===== src/hdl/cmpei_pkg.sv =====
// constants, types and register layout of the comparator edge interrupt block
// assumes a 32-bit avalon-mm slave port and a single 125 mhz system clock
// Operation
// - enable bits: channel a b0, channel b b4
// - result flag: 1 above reference, else 0
// - result flags are read-only to software
// - irq enables at input_enable bits 0, 2, 6
// - edge-mode bits 1, 3, 7: one/both edges
// - rewriting edge mode may raise a request
// - filter select: off, f1, f8, f32 sampling
// - filtered level valid after three matching samples
// - enabled channel requests on result change
// - request shares flag, priority, vector with pin
// - channels identical and fully independent
// - registers at 01f8h, 01fah, 01fch, eight bits
package cmpei_pkg;
   // ****************************************
   // bus and register map
   // ****************************************
   localparam int ADDR_W = 12;
   localparam int DATA_W = 32;
   localparam int REG_W = 8;
   localparam logic [9:0] IDX_CTRL = 10'h1f8; // comparator_control
   localparam logic [9:0] IDX_IEN = 10'h1fa; // input_enable
   localparam logic [9:0] IDX_FSEL = 10'h1fc; // input_filter_select
   localparam logic [9:0] IDX_STAT = 10'h1fd; // sticky event status, write one to clear
   localparam logic [9:0] IDX_MASK = 10'h1fe; // interrupt mask
   localparam logic [7:0] RESET_BYTE = 8'h00;
   localparam logic [7:0] CTRL_RES_MASK = 8'h88; // result bits, never stored
   // ****************************************
   // field positions
   // ****************************************
   localparam int CTRL_A_ON = 0;
   localparam int CTRL_A_RES = 3;
   localparam int CTRL_B_ON = 4;
   localparam int CTRL_B_RES = 7;
   localparam int IEN_S0_ON = 0;
   localparam int IEN_S0_BOTH = 1;
   localparam int IEN_A_ON = 2;
   localparam int IEN_A_BOTH = 3;
   localparam int IEN_B_ON = 6;
   localparam int IEN_B_BOTH = 7;
   localparam int FSEL_S0 = 0;
   localparam int FSEL_A = 2;
   localparam int FSEL_B = 6;
   localparam int STAT_A = 0;
   localparam int STAT_B = 1;
   // ****************************************
   // sampling clocks and filter
   // ****************************************
   localparam int PRESC_W = 5;
   localparam logic [2:0] F8_LAST = 3'h7; // one tick in eight cycles
   localparam logic [4:0] F32_LAST = 5'h1f; // one tick in thirty-two cycles
   localparam int MATCH_N = 3;
   typedef enum logic [1:0] {FILT_OFF, FILT_F1, FILT_F8, FILT_F32} cmpei_filt_e;
   // per-channel configuration carried as one bundle
   typedef struct packed {
      logic on;
      logic irq_on;
      logic both;
      logic edge_polarity;
      cmpei_filt_e filt;
   } cmpei_chcfg_s;
   // channel state
   typedef struct packed {
      logic [MATCH_N-1:0] sample;
      logic filt;
      logic prev;
      logic req;
   } cmpei_chan_s;
   // top state
   typedef struct packed {
      logic [REG_W-1:0] ctrl;
      logic [REG_W-1:0] ien;
      logic [REG_W-1:0] fsel;
      logic [1:0] stat;
      logic [1:0] mask;
      logic [PRESC_W-1:0] presc;
      logic ack;
      logic [DATA_W-1:0] rdata;
   } cmpei_top_s;
endpackage


===== src/hdl/cmpei_top.sv =====
// comparator edge interrupt logic: channel filter/edge module and register top
// assumes synchronous comparator outputs and an avalon-mm master on the clock
//
// The Avalon-MM interface to the registers was left to the implementer.
`timescale 1ns/1ns

// ****************************************
// one comparator channel
// ****************************************
module cmpei_chan
   import cmpei_pkg::*;
(
   // clock and reset
   input wire logic clk_i,
   input wire logic rst_i,
   // comparator and configuration
   input wire logic raw_i,
   input wire cmpei_chcfg_s cfg_i,
   input wire logic tick8_i,
   input wire logic tick32_i,
   input wire logic poke_i,
   // results
   output logic result_o,
   output logic req_o
);
   cmpei_chan_s st_reg;
   cmpei_chan_s st_next;
   logic gated;
   logic tick;
   logic cur;
   logic changed;

   // disabled channel reads low
   assign gated = cfg_i.on & raw_i;
   assign result_o = gated;
   assign req_o = st_reg.req;

   // sampling tick from the selected sampling clock
   always_comb
   begin
      case (cfg_i.filt)
         FILT_F1: tick = 1'b1;
         FILT_F8: tick = tick8_i;
         FILT_F32: tick = tick32_i;
         default: tick = 1'b0;
      endcase
   end

   // level seen by the edge detector
   assign cur = (cfg_i.filt == FILT_OFF) ? gated : st_reg.filt;
   assign changed = cur != st_reg.prev;

   // next state
   always_comb
   begin
      st_next = st_reg;
      st_next.prev = cur;
      if (tick)
      begin
         st_next.sample = {st_reg.sample[MATCH_N-2:0], gated};
         if (&st_next.sample || ~|st_next.sample)
         begin
            st_next.filt = gated;
         end
      end
      // request on the chosen edge, or on an edge-mode rewrite
      st_next.req = cfg_i.irq_on & ((changed & (cfg_i.both | (cur == cfg_i.edge_polarity))) | poke_i);
   end

   // state register
   always_ff @(posedge clk_i)
   begin
      if (rst_i)
      begin
         st_reg <= '0;
      end
      else
      begin
         st_reg <= st_next;
      end
   end
endmodule

// ****************************************
// register top with avalon-mm slave
// ****************************************
module cmpei_top
   import cmpei_pkg::*;
#(
   parameter int AW = ADDR_W
)
(
   // clock and reset
   input wire logic CLK_SYS_I,
   input wire logic RST_I,
   // avalon-mm slave
   input wire logic [AW-1:0] AVS_ADDRESS_I,
   input wire logic AVS_READ_I,
   input wire logic AVS_WRITE_I,
   input wire logic [DATA_W-1:0] AVS_WRITEDATA_I,
   input wire logic [3:0] AVS_BYTEENABLE_I,
   output logic [DATA_W-1:0] AVS_READDATA_O,
   output logic AVS_WAITREQUEST_O,
   // analog comparators
   input wire logic CMP_A_I,
   input wire logic CMP_B_I,
   output logic CMP_A_ON_O,
   output logic CMP_B_ON_O,
   // pin interrupt controller, shared flag per index
   input wire logic EDGE_POLARITY_A_I,
   input wire logic EDGE_POLARITY_B_I,
   output logic REQ_A_O,
   output logic REQ_B_O,
   output logic SRC0_IRQ_ON_O,
   output logic SRC0_BOTH_EDGES_O,
   output logic [1:0] SRC0_FILTER_SEL_O,
   // interrupt
   output logic IRQ_O
);
   // refuse at elaboration an address bus too narrow for the register map
   if (AW < ADDR_W)
   begin : g_aw_check
      $error("address width too small for the register map");
   end

   cmpei_top_s st_reg;
   cmpei_top_s st_next;
   cmpei_chcfg_s cfg_a;
   cmpei_chcfg_s cfg_b;
   logic [9:0] idx;
   logic hit_ctrl;
   logic hit_ien;
   logic hit_fsel;
   logic hit_stat;
   logic hit_mask;
   logic req_cyc;
   logic wr_go;
   logic [7:0] wb;
   logic [7:0] ctrl_rd;
   logic poke_a;
   logic poke_b;
   logic res_a;
   logic res_b;
   logic ev_a;
   logic ev_b;

   // ****************************************
   // address decode
   // ****************************************
   assign idx = AVS_ADDRESS_I[11:2];
   assign req_cyc = AVS_ADDRESS_I[1:0] == 2'h0 && AVS_BYTEENABLE_I[0];
   assign hit_ctrl = req_cyc && idx == IDX_CTRL;
   assign hit_ien = req_cyc && idx == IDX_IEN;
   assign hit_fsel = req_cyc && idx == IDX_FSEL;
   assign hit_stat = req_cyc && idx == IDX_STAT;
   assign hit_mask = req_cyc && idx == IDX_MASK;
   assign wb = AVS_WRITEDATA_I[7:0];

   // one wait state, write lands when waitrequest is low
   assign AVS_WAITREQUEST_O = (AVS_READ_I | AVS_WRITE_I) & ~st_reg.ack;
   assign wr_go = AVS_WRITE_I & st_reg.ack;
   assign AVS_READDATA_O = st_reg.rdata;

   // edge-mode rewrite detection per channel
   assign poke_a = wr_go && hit_ien && wb[IEN_A_BOTH] != st_reg.ien[IEN_A_BOTH];
   assign poke_b = wr_go && hit_ien && wb[IEN_B_BOTH] != st_reg.ien[IEN_B_BOTH];

   // channel configuration bundles
   assign cfg_a.on = st_reg.ctrl[CTRL_A_ON];
   assign cfg_a.irq_on = st_reg.ien[IEN_A_ON];
   assign cfg_a.both = st_reg.ien[IEN_A_BOTH];
   assign cfg_a.edge_polarity = EDGE_POLARITY_A_I;
   assign cfg_a.filt = cmpei_filt_e'(st_reg.fsel[FSEL_A +: 2]);
   assign cfg_b.on = st_reg.ctrl[CTRL_B_ON];
   assign cfg_b.irq_on = st_reg.ien[IEN_B_ON];
   assign cfg_b.both = st_reg.ien[IEN_B_BOTH];
   assign cfg_b.edge_polarity = EDGE_POLARITY_B_I;
   assign cfg_b.filt = cmpei_filt_e'(st_reg.fsel[FSEL_B +: 2]);

   // ****************************************
   // two independent channels
   // ****************************************
   cmpei_chan u_chan_a (
      .clk_i(CLK_SYS_I),
      .rst_i(RST_I),
      .raw_i(CMP_A_I),
      .cfg_i(cfg_a),
      .tick8_i(st_reg.presc[2:0] == F8_LAST),
      .tick32_i(st_reg.presc == F32_LAST),
      .poke_i(poke_a),
      .result_o(res_a),
      .req_o(ev_a)
   );
   cmpei_chan u_chan_b (
      .clk_i(CLK_SYS_I),
      .rst_i(RST_I),
      .raw_i(CMP_B_I),
      .cfg_i(cfg_b),
      .tick8_i(st_reg.presc[2:0] == F8_LAST),
      .tick32_i(st_reg.presc == F32_LAST),
      .poke_i(poke_b),
      .result_o(res_b),
      .req_o(ev_b)
   );

   // control byte with live result flags
   always_comb
   begin
      ctrl_rd = st_reg.ctrl & ~CTRL_RES_MASK;
      ctrl_rd[CTRL_A_RES] = res_a;
      ctrl_rd[CTRL_B_RES] = res_b;
   end

   // ****************************************
   // next state
   // ****************************************
   always_comb
   begin
      st_next = st_reg;
      st_next.presc = st_reg.presc + 1'b1;
      st_next.ack = (AVS_READ_I | AVS_WRITE_I) & ~st_reg.ack;
      // read data captured in the wait cycle
      if (AVS_READ_I && !st_reg.ack)
      begin
         st_next.rdata = '0;
         if (hit_ctrl)
         begin
            st_next.rdata[7:0] = ctrl_rd;
         end
         else if (hit_ien)
         begin
            st_next.rdata[7:0] = st_reg.ien;
         end
         else if (hit_fsel)
         begin
            st_next.rdata[7:0] = st_reg.fsel;
         end
         else if (hit_stat)
         begin
            st_next.rdata[1:0] = st_reg.stat;
         end
         else if (hit_mask)
         begin
            st_next.rdata[1:0] = st_reg.mask;
         end
      end
      // writes; result bits never stored
      if (wr_go && hit_ctrl)
      begin
         st_next.ctrl = wb & ~CTRL_RES_MASK;
      end
      if (wr_go && hit_ien)
      begin
         st_next.ien = wb;
      end
      if (wr_go && hit_fsel)
      begin
         st_next.fsel = wb;
      end
      if (wr_go && hit_mask)
      begin
         st_next.mask = wb[1:0];
      end
      // sticky status, a new event wins over a clear
      if (wr_go && hit_stat)
      begin
         st_next.stat = st_reg.stat & ~wb[1:0];
      end
      st_next.stat[STAT_A] = st_next.stat[STAT_A] | ev_a;
      st_next.stat[STAT_B] = st_next.stat[STAT_B] | ev_b;
   end

   // state register
   always_ff @(posedge CLK_SYS_I)
   begin
      if (RST_I)
      begin
         st_reg <= '0;
      end
      else
      begin
         st_reg <= st_next;
      end
   end

   // ****************************************
   // outputs
   // ****************************************
   assign CMP_A_ON_O = st_reg.ctrl[CTRL_A_ON];
   assign CMP_B_ON_O = st_reg.ctrl[CTRL_B_ON];
   assign REQ_A_O = ev_a;
   assign REQ_B_O = ev_b;
   assign SRC0_IRQ_ON_O = st_reg.ien[IEN_S0_ON];
   assign SRC0_BOTH_EDGES_O = st_reg.ien[IEN_S0_BOTH];
   assign SRC0_FILTER_SEL_O = st_reg.fsel[FSEL_S0 +: 2];
   assign IRQ_O = |(st_reg.stat & st_reg.mask);
endmodule


===== config.mk =====
export PLATFORM = sky130hd
export DESIGN_NAME = cmpei_top
export DESIGN_NICKNAME = d
export VERILOG_FILES = /design/src/hdl/cmpei_pkg.sv /design/src/hdl/cmpei_top.sv
export SDC_FILE = /design/constraint.sdc
export NUM_CORES = 1
export LEC_CHECK = 0
export BUFFER_PORTS_ARGS = -buffer_cell sky130_fd_sc_hd__buf_4
export CORE_MARGIN = 2
export CORE_UTILIZATION = 49
export CTS_CLUSTER_SIZE = 12
export DETAILED_ROUTE_END_ITERATION = 7
export PLACE_DENSITY = 0.76
export SYNTH_ARGS = -nofsm -noshare
export SYNTH_HDL_FRONTEND = slang
export SYNTH_SLANG_ARGS = --single-unit
export TNS_END_PERCENT = 30

===== constraint.sdc =====
create_clock -name CLK_SYS_I -period 2.44 [get_ports CLK_SYS_I]
set_input_delay 0.366 -clock CLK_SYS_I [delete_from_list [all_inputs] [get_ports CLK_SYS_I]]
set_output_delay 0.366 -clock CLK_SYS_I [all_outputs]
set_load 0.01 [all_outputs]

# Word level (Yosys, flattened, before mapping)
# Cells that the tools add are included.
dict set report classes {
  addsub 1
  mul 0
  n_div 0
  n_lt_le_gt_ge 0
  eq_ne 19
  shifts 0
  muxes 11
  bitwise 19
  reduce_logical 29
}
# op n
set ops {}
lappend ops {{equality test 10 x 9 -> 1 bit (second input constant)} 5}
lappend ops {{two-way mux 8 bit} 2}
lappend ops {{logical AND 1 bit} 14}
lappend ops {{bitwise AND 1 bit} 8}
lappend ops {{equality test 2 bit (second input constant)} 4}
lappend ops {{two-way mux 2 bit} 4}
lappend ops {{OR 1 bit} 7}
lappend ops {{zero test 2 bit} 3}
lappend ops {{two-way mux 6 bit} 1}
lappend ops {{case mux 1 bit (3 select lines)} 2}
lappend ops {{AND reduction 3 bit} 2}
lappend ops {{OR reduction 3 bit} 2}
lappend ops {{adder 5 x 1 -> 5 bit (second input constant)} 1}
lappend ops {{equality test 5 bit (second input constant)} 1}
lappend ops {{bitwise AND 2 bit} 2}
lappend ops {{equality test 2 x 1 -> 1 bit (second input constant)} 2}
lappend ops {{inequality test 1 bit} 4}
lappend ops {{AND reduction 2 bit} 2}
lappend ops {{equality test 3 bit (second input constant)} 1}
lappend ops {{zero test 1 bit} 3}
lappend ops {{equality test 1 bit} 2}
lappend ops {{logical OR 1 bit} 2}
lappend ops {{two-way mux 1 bit} 2}
lappend ops {{inverter 2 bit} 1}
lappend ops {{2 further kinds} 2}
dict set report word_totals {
  register_bits 50
  latchBits 0
  ram_bits 0
  mem_bits_ro 0
  elab_cells 95
  memories 0
}

# Logic depth before layout (Yosys ltp)
# Gate-level depths: netlist (run 1).
dict set report depth {
  ltp_word 8
  mapped_depth 8
  depth_no_buf 7
}

# Hierarchy
# Synthesis (run 1) repeated with hierarchy kept, for this count alone.
dict set report hier_totals {
  hier_cells 316
  hier_area_um2 2821.5
}
# module n_inst cells_each area_per_inst_um2
set modules_own_cells {}
lappend modules_own_cells {cmpei_top 1 254 2268.4}
lappend modules_own_cells {cmpei_chan 2 31 276.5}

# Least setup slack after synthesis (run 1)
# Ideal clock, no wire load.
dict set report synth_timing {
  path_type {input to register}
  from {in AVS_ADDRESS_I[1]}
  to {reg st_reg, in the netlist SRC0_FILTER_SEL_O[1]}
  arrival_ns 1.989
  required_ns 2.312
  setup_slack_ns 0.324
  path_stages 6
  path_cell_list {or3b_1 or2_0 buf_6 nor4_4 mux2i_1 nor2_1}
}
dict set report synth_between {
  elab_chain_cells 4
}
# item line_no
set synth_rtl {}
lappend synth_rtl {{from (decl)} cmpei_top.sv:97} ;# input wire logic [AW-1:0] AVS_ADDRESS_I,
lappend synth_rtl {{zero test 2 bit} cmpei_top.sv:151} ;# assign req_cyc = AVS_ADDRESS_I[1:0] == 2'h0 && AVS_BYTEENABLE_I[0];
lappend synth_rtl {{logical AND 1 bit} cmpei_top.sv:151}
lappend synth_rtl {{logical AND 1 bit} cmpei_top.sv:154} ;# assign hit_fsel = req_cyc && idx == IDX_FSEL;
lappend synth_rtl {{logical AND 1 bit} cmpei_top.sv:256} ;# if (wr_go && hit_fsel)
lappend synth_rtl {{to (signal assigned)} cmpei_top.sv:282} ;# st_reg <= st_next;
lappend synth_rtl {{to (decl)} cmpei_top.sv:126} ;# cmpei_top_s st_reg;
# No other way between the ends.
# A chain may end at the register's enable or synchronous reset.

# Worst setup path in the final report (run 1)
dict set report layout_timing {
  from {in AVS_ADDRESS_I[1]}
  to {reg st_reg, in the netlist AVS_READDATA_O[3]}
}
dict set report layout_between {
  elab_chain_cells 6
  elab_cells_between_ends 8
  classes_between {3 x mux; 5 x reduce/logical}
}
# item line_no
set layout_rtl {}
lappend layout_rtl {{zero test 2 bit *} cmpei_top.sv:151}
lappend layout_rtl {{logical AND 1 bit *} cmpei_top.sv:151}
lappend layout_rtl {{logical AND 1 bit} cmpei_top.sv:154}
lappend layout_rtl {{two-way mux 6 bit} cmpei_top.sv:234} ;# else if (hit_fsel)
lappend layout_rtl {{two-way mux 8 bit} cmpei_top.sv:230} ;# else if (hit_ien)
lappend layout_rtl {{two-way mux 8 bit *} cmpei_top.sv:226} ;# if (hit_ctrl)
# Every way passes the cells marked *; elsewhere a longest branch is shown, timed or not.

==> out/metrics.cfg, run 1 <==
[sta]
final_hold_viol_count = 0
clock_skew_ps = 8.53
drv_slew = 0
tns_ps = 0
fmax_mhz = 514
period_share_pct = 79.8
worst_pin_slew_ps = 538
layout_min_cycle_time_ps = 1950
hold_ws_ps = 306
setup_viol = 0
rsz0062_at_grt = false
relSlewSlack_pct = 64.1

[die]
dieWidth_um = 75.5
coreArea_sq_um = 5010
initial_core_util_pct = 50.0
die_area_sq_um = 5710
die_height_um = 75.5
rows = 26
io_pins = 98

[critical_path]
cp_cell_sequence = buf_4 -> or3b_1 -> or2_0 -> buf_4 -> nor3_1 -> buf_4 -> a22oi_1 -> o21ai_0
slowest_stage = or3b_1
path_common_cell = buf_4
endpoint_kind = flop
worstRegToRegCells = 7
start_kind = input pin
path_max_fanout = 6
crit_type = in -> reg
cp.required_ps = 2680
cp.arrival_ps = 2190
critPathMaxStageDelay_ps = 410

[grt]
grt_max_degree = 45
grt_pass1_wl_mm = 7.89
gr-usage-met3_pct = 3.17
grt_most_used_layer = met2
grt_overflow_total = 0
grt_pass1_vias = 1658
grtUsageMet2_pct = 29.1
grt.total_usage_pct = 18.4
grt_antenna_before_repair = 0
use_met1_pct = 25.1

[yosys]
synth_common_cells = dfxtp_1 (50), nor2_1 (43), buf_4 (34)
synth.avg_cell_area_sq_um = 8.99
synthCells = 279
synth_top_area_share_pct = 39.9
yosysSeqAreaShare_pct = 39.9
synth-edff-count = 0
synth_cell_types = 41
ys_top_cells_by_area = dfxtp_1 (40%), mux2i_1 (12%), buf_4 (10%)
async_flop_share_pct = 0
syn_area_sq_um = 2510
yosysTopAreaCell = dfxtp_1
ys.warnings.count = 0
synth_flop_cell = dfxtp_1
synth_seq_cells = 50
yosysMostFrequentCell = dfxtp_1

[min_path]
min_path_cells = 3
holdCritPathClass = in -> reg

[finish]
antenna_cells = 0
multi_input_comb_area_sq_um = 1270
area.sequential_sq_um = 1000
num-nets-final = 375
area_delta_synth_final_pct = 16.2
drive_above_1_share_pct = 20.5
fill_cells = 441
largest_reg_flops = 14

[power]
irDropWorstVdd_mv = 0.383
p_leak_nw = 1.18
power_density_nw_per_um2 = 536

[drt]
via_per_inst = 4.92
drcViolationCount = 0
ant_nets = 0
vias = 1903
wl_per_cell_um = 12.9
drtIter0Drc = 134
wl_mm = 4.99
drt_pass1_iterations = 4

[flow_run]
max_cap_viol_count = 0

[placed_design]
dpl.hpwl_mm = 3.75
port_buffers = 46
place_congestion = 0.816

[clock_network]
cts_root_buf = clkbuf_8
clock_latency_ps = 310
holdBufCountCts = 0
post_cts_resized = 0
cts_buffers = 5
htree_num_levels = 2
clock_sinks = 50
path_clk_slew_ps = 90
cts_tree = built
cts.path.max_buffers = 2
post-cts-setup-buffers = 0

[run_status]
status = completed

[final timing paths]
| check | startpoint | to | slack [ps] |
|---|---|---|---|
| max | AVS_ADDRESS_I[1] | AVS_READDATA_O[3] | 490 |
| min reg2reg | st_reg[33] | st_reg[33] | 460 |
| min | AVS_WRITEDATA_I[6] | cfg_b[4] | 310 |
| max reg2reg | st_reg[33] | u_chan_b.st_reg[2] | 600 |
[layer usage]
metal / up-vias / share of wire [%]
li1: 981 / -
met1: 858 / 47
met3: 7 / 4.4
met2: 57 / 47
met4: 0 / 1.5
met5: - / 0
[kinds of logic after synthesis]
kind of cell             count (synthesis)  share of synthesized area (%)
other                                    1                          0.150
flip-flops                              50                           39.9
AND/OR/NAND/NOR                         98                           21.0
buffers and inverters                   49                           12.7
multiplexers                            30                           12.0
AO/OA/AOI/OAI                           43                           10.9
adder cells (fa/ha/maj)                  3                           1.50
XOR/XNOR                                 5                           1.75
[final cells by class]
type | count | area share [%]
multi-input cells | 203 | 43.7
flip-flops and latches | 50 | 34.3
repair buffers | 52 | 14.3
well taps | 70 | 3.01
clock buffers | 6 | 2.83
clock inverters | 2 | 1.33
inverters | 4 | 0.515
[cells in the final DEF (no fill, tap or decap), types with 2 or more instances in the layout]
cell type  count
dfxtp_1       50
buf_4         50
nor2_1        43
mux2i_1       29
conb_1        24
o21ai_0       13
nand2b_1      11
nand2_1       10
nor3_1         7
a21oi_1        6
a31oi_1        6
a22oi_1        6
clkbuf_8       6
xor2_1         5
inv_1          4
nor2b_1        4
nor3b_1        3
nand4b_1       3
ha_1           3
and3_1         2
and2_1         2
a2111oi_0      2
or2_1          2
nor3_4         2
a221oi_1       2
o31ai_1        2
o211ai_1       2
a21o_1         2
buf_12         2
[where the power goes]
group	internal [mW]	total, mW	switching (mW)
sequential	0.821	0.826	0.00506
combinational	0.0469	0.112	0.0650
clock	0.337	0.623	0.286
total	1.21	1.56	0.356
[critical path, delay by kind of cell]
family | cells | cell delay (ps)
compound gates | 2 | 270
buf+inv | 3 | 520
simple gates | 3 | 1030
[stage by stage]
step	utilization (%)	worst slack [ps]	power, mW	cell area, sq um	std cells
CTS	58.2	489	1.57	2910	387
global route	58.2	329	1.62	2910	387
global placement	55.7	217	0.955	2790	379
detailed placement	55.7	166	0.956	2790	379
finish	58.2	493	1.56	2910	387
floorplan	-	324	0.932	2590	302
(Power assumes the default switching activity.)
==> inputs of run 2 (changes only) <==
==> constraint.sdc (replaced) <==
create_clock -name CLK_SYS_I -period 1.9 [get_ports CLK_SYS_I]
set_input_delay 0.285 -clock CLK_SYS_I [delete_from_list [all_inputs] [get_ports CLK_SYS_I]]
set_output_delay 0.285 -clock CLK_SYS_I [all_outputs]
set_load 0.01 [all_outputs]
==> run 2 against run 1 <==
Total power grew 25%. Clock power grew 19%. Hold slack lost 76 ps. First-iteration DRC count shrank 36%. Worst setup slack lost 330 ps. Sequential cell count is the same. Via count grew 4.9%. Largest power group unchanged.
==> out/metrics.cfg, run 2 (synthesis gave the netlist of run 1 again) <==
[sta]
rsz0062_at_grt = false
clock_skew_ps = 8.78  ; +0.253 ps
worst_pin_slew_ps = 519  ; -19.3 ps
period_share_pct = 91.4
fmax_mhz = 576
tns_ps = 0  ; unchanged
setup_viol = 0  ; unchanged
hold_ws_ps = 230  ; -76.3 ps
final_hold_viol_count = 0  ; unchanged
layout_min_cycle_time_ps = 1740
drv_slew = 0  ; unchanged
relSlewSlack_pct = 65.1  ; +0.96 points

[finish]
final_cell_mix = buf_4 (63), dfxtp_1 (50), nor2_1 (43), mux2i_1 (29), conb_1 (24)
utilization_pct = 60.1  ; +1.9 points
antenna_cells = 0  ; unchanged
layout_commonest_cell = buf_4
largest_reg_flops = 14  ; unchanged
drive_above_1_share_pct = 23.7  ; +3.2 points
stdcell_count = 399  ; +3.1%
area_delta_synth_final_pct = 20.1
num-nets-final = 387  ; +3.2%

[placed_design]
place_congestion = 0.822  ; +0.75%
placed_cells_incl_taps = 391  ; +3.2%
port_buffers = 46  ; unchanged
dpl.hpwl_mm = 3.96  ; +5.7%

[grt]
grt_pass1_wl_mm = 8.29  ; +5.1%
grt_antenna_before_repair = 0  ; unchanged
grt_overflow_total = 0  ; unchanged
grt.total_usage_pct = 19.5  ; +1.1 points
grt_pass1_vias = 1786  ; +7.7%
grt_max_degree = 35  ; -22%

[power]
p_leak_nw = 1.23  ; +4.2%
power_density_nw_per_um2 = 650  ; +21%
power.total_mw = 1.96  ; +25%
irDropWorstVdd_mv = 0.531  ; +39%

[critical_path]
path_common_cell = ha_1
start_kind = flop
critPathTopFamily = compound AO/OA/AOI/OAI gates
reg2reg_to = u_chan_a.st_reg[2]
worstRegToRegCells = 7  ; unchanged
critPathMaxStageDelay_ps = 360  ; -50 ps
slowest_stage = dfxtp_1
cp_cell_sequence = ha_1 -> and3_1 -> ha_1 -> inv_1 -> a31oi_4 -> a31oi_1 -> a2111oi_0
path_buf_inv = 1  ; -2
path_max_fanout = 4  ; -2
cp.arrival_ps = 1920  ; -270 ps
cp.required_ps = 2090  ; -590 ps
crit_type = reg -> reg
worstReg2RegStart = st_reg[33]
r2r_slack_ps = 160  ; -440 ps
endpoint_kind = flop

[drt]
wl_mm = 5.19  ; +4.1%
vias = 1996  ; +4.9%
drcViolationCount = 0  ; unchanged
wl_per_cell_um = 13.0  ; +0.94%
ant_nets = 0  ; unchanged
drt_pass1_iterations = 4  ; unchanged
via_per_inst = 5.00  ; +1.7%
drtIter0Drc = 86  ; -36%

[die]
initial_core_util_pct = 50.0  ; unchanged
coreArea_sq_um = 5010  ; unchanged
die_area_sq_um = 5710  ; unchanged
io_pins = 98  ; unchanged
rows = 26  ; unchanged
dieWidth_um = 75.5  ; unchanged
die_height_um = 75.5  ; unchanged

[min_path]
holdCritPathClass = in -> reg
min_from = RST_I
hold_path_end = CMP_B_ON_O
min_path_cells = 2  ; -1

[clock_network]
path_clk_slew_ps = 90  ; about the same
htree_num_levels = 2  ; unchanged
cts.path.max_buffers = 2  ; unchanged
cts_root_buf = clkbuf_8
post-cts-setup-buffers = 0  ; unchanged
clock_latency_ps = 310  ; about the same
cts_buffers = 5  ; unchanged
cts_tree = built
clock_sinks = 50  ; unchanged

[flow_run]
max_cap_viol_count = 0  ; unchanged

[run_status]
status = completed

run 2: power by group:
group	total [mW]	switching (mW)	internal, mW
Combinational	0.155	0.0867	0.0678
Sequential	1.06	0.00656	1.05
Clock	0.742	0.347	0.394
run 2: worst max path at each step:
stage                     depth (start not counted)              endpoint             start
final                                             7    u_chan_a.st_reg[2]        st_reg[33]
after global placement                            8            CMP_A_ON_O  AVS_ADDRESS_I[1]
after CTS                                         7    u_chan_b.st_reg[2]        st_reg[33]
after floorplan                                   6  SRC0_FILTER_SEL_O[1]  AVS_ADDRESS_I[1]
after global routing                              7    u_chan_a.st_reg[2]        st_reg[33]
after detailed placement                          8              cfg_b[3]  AVS_ADDRESS_I[1]
run 2: layer usage:
metal | vias up | GRT usage, % | wire length [um]
met3 | 6 | 4.63 | 326
met2 | 58 | 34.4 | 2640
met1 | 929 | 23.8 | 2170
met4 | 0 | 5.26 | 59
met5 | - | 0 | 0
li1 | 1003 | - | -
run 2: layout make-up:
cell class | instances | area [sq um]
Clock buffer | 7 | 76.3
Clock inverter | 1 | 30.0
Fill cell | 453 | 2000
Inverter | 4 | 15.0
Multi-Input combinational cell | 203 | 1310
Sequential cell | 50 | 1000
Tap cell | 70 | 87.6
Timing Repair Buffer | 64 | 493
run 2: worst reg2reg max path, stage by stage (launching register included):
cell	delay, ps
dfxtp_1	360
ha_1	170
and3_1	160
ha_1	130
inv_1	90
a31oi_4	260
a31oi_1	110
a2111oi_0	330
run 2: what timing repair did:
item / 4_1_cts / 5_1_grt
hold buffers: 0 / 0
setup endpoints to repair: 1 / 2
resized for setup: 1 / 4
pin swaps: 0 / 0
gates cloned: 0 / 0
run 2: through the flow:
step,setup WS (ps),instance area [sq um]
detailed placement,-108,2870
CTS,17.2,2990
global placement,-84.6,2870
global route,7.03,3010
finish,162,3010
floorplan,-82.9,2600
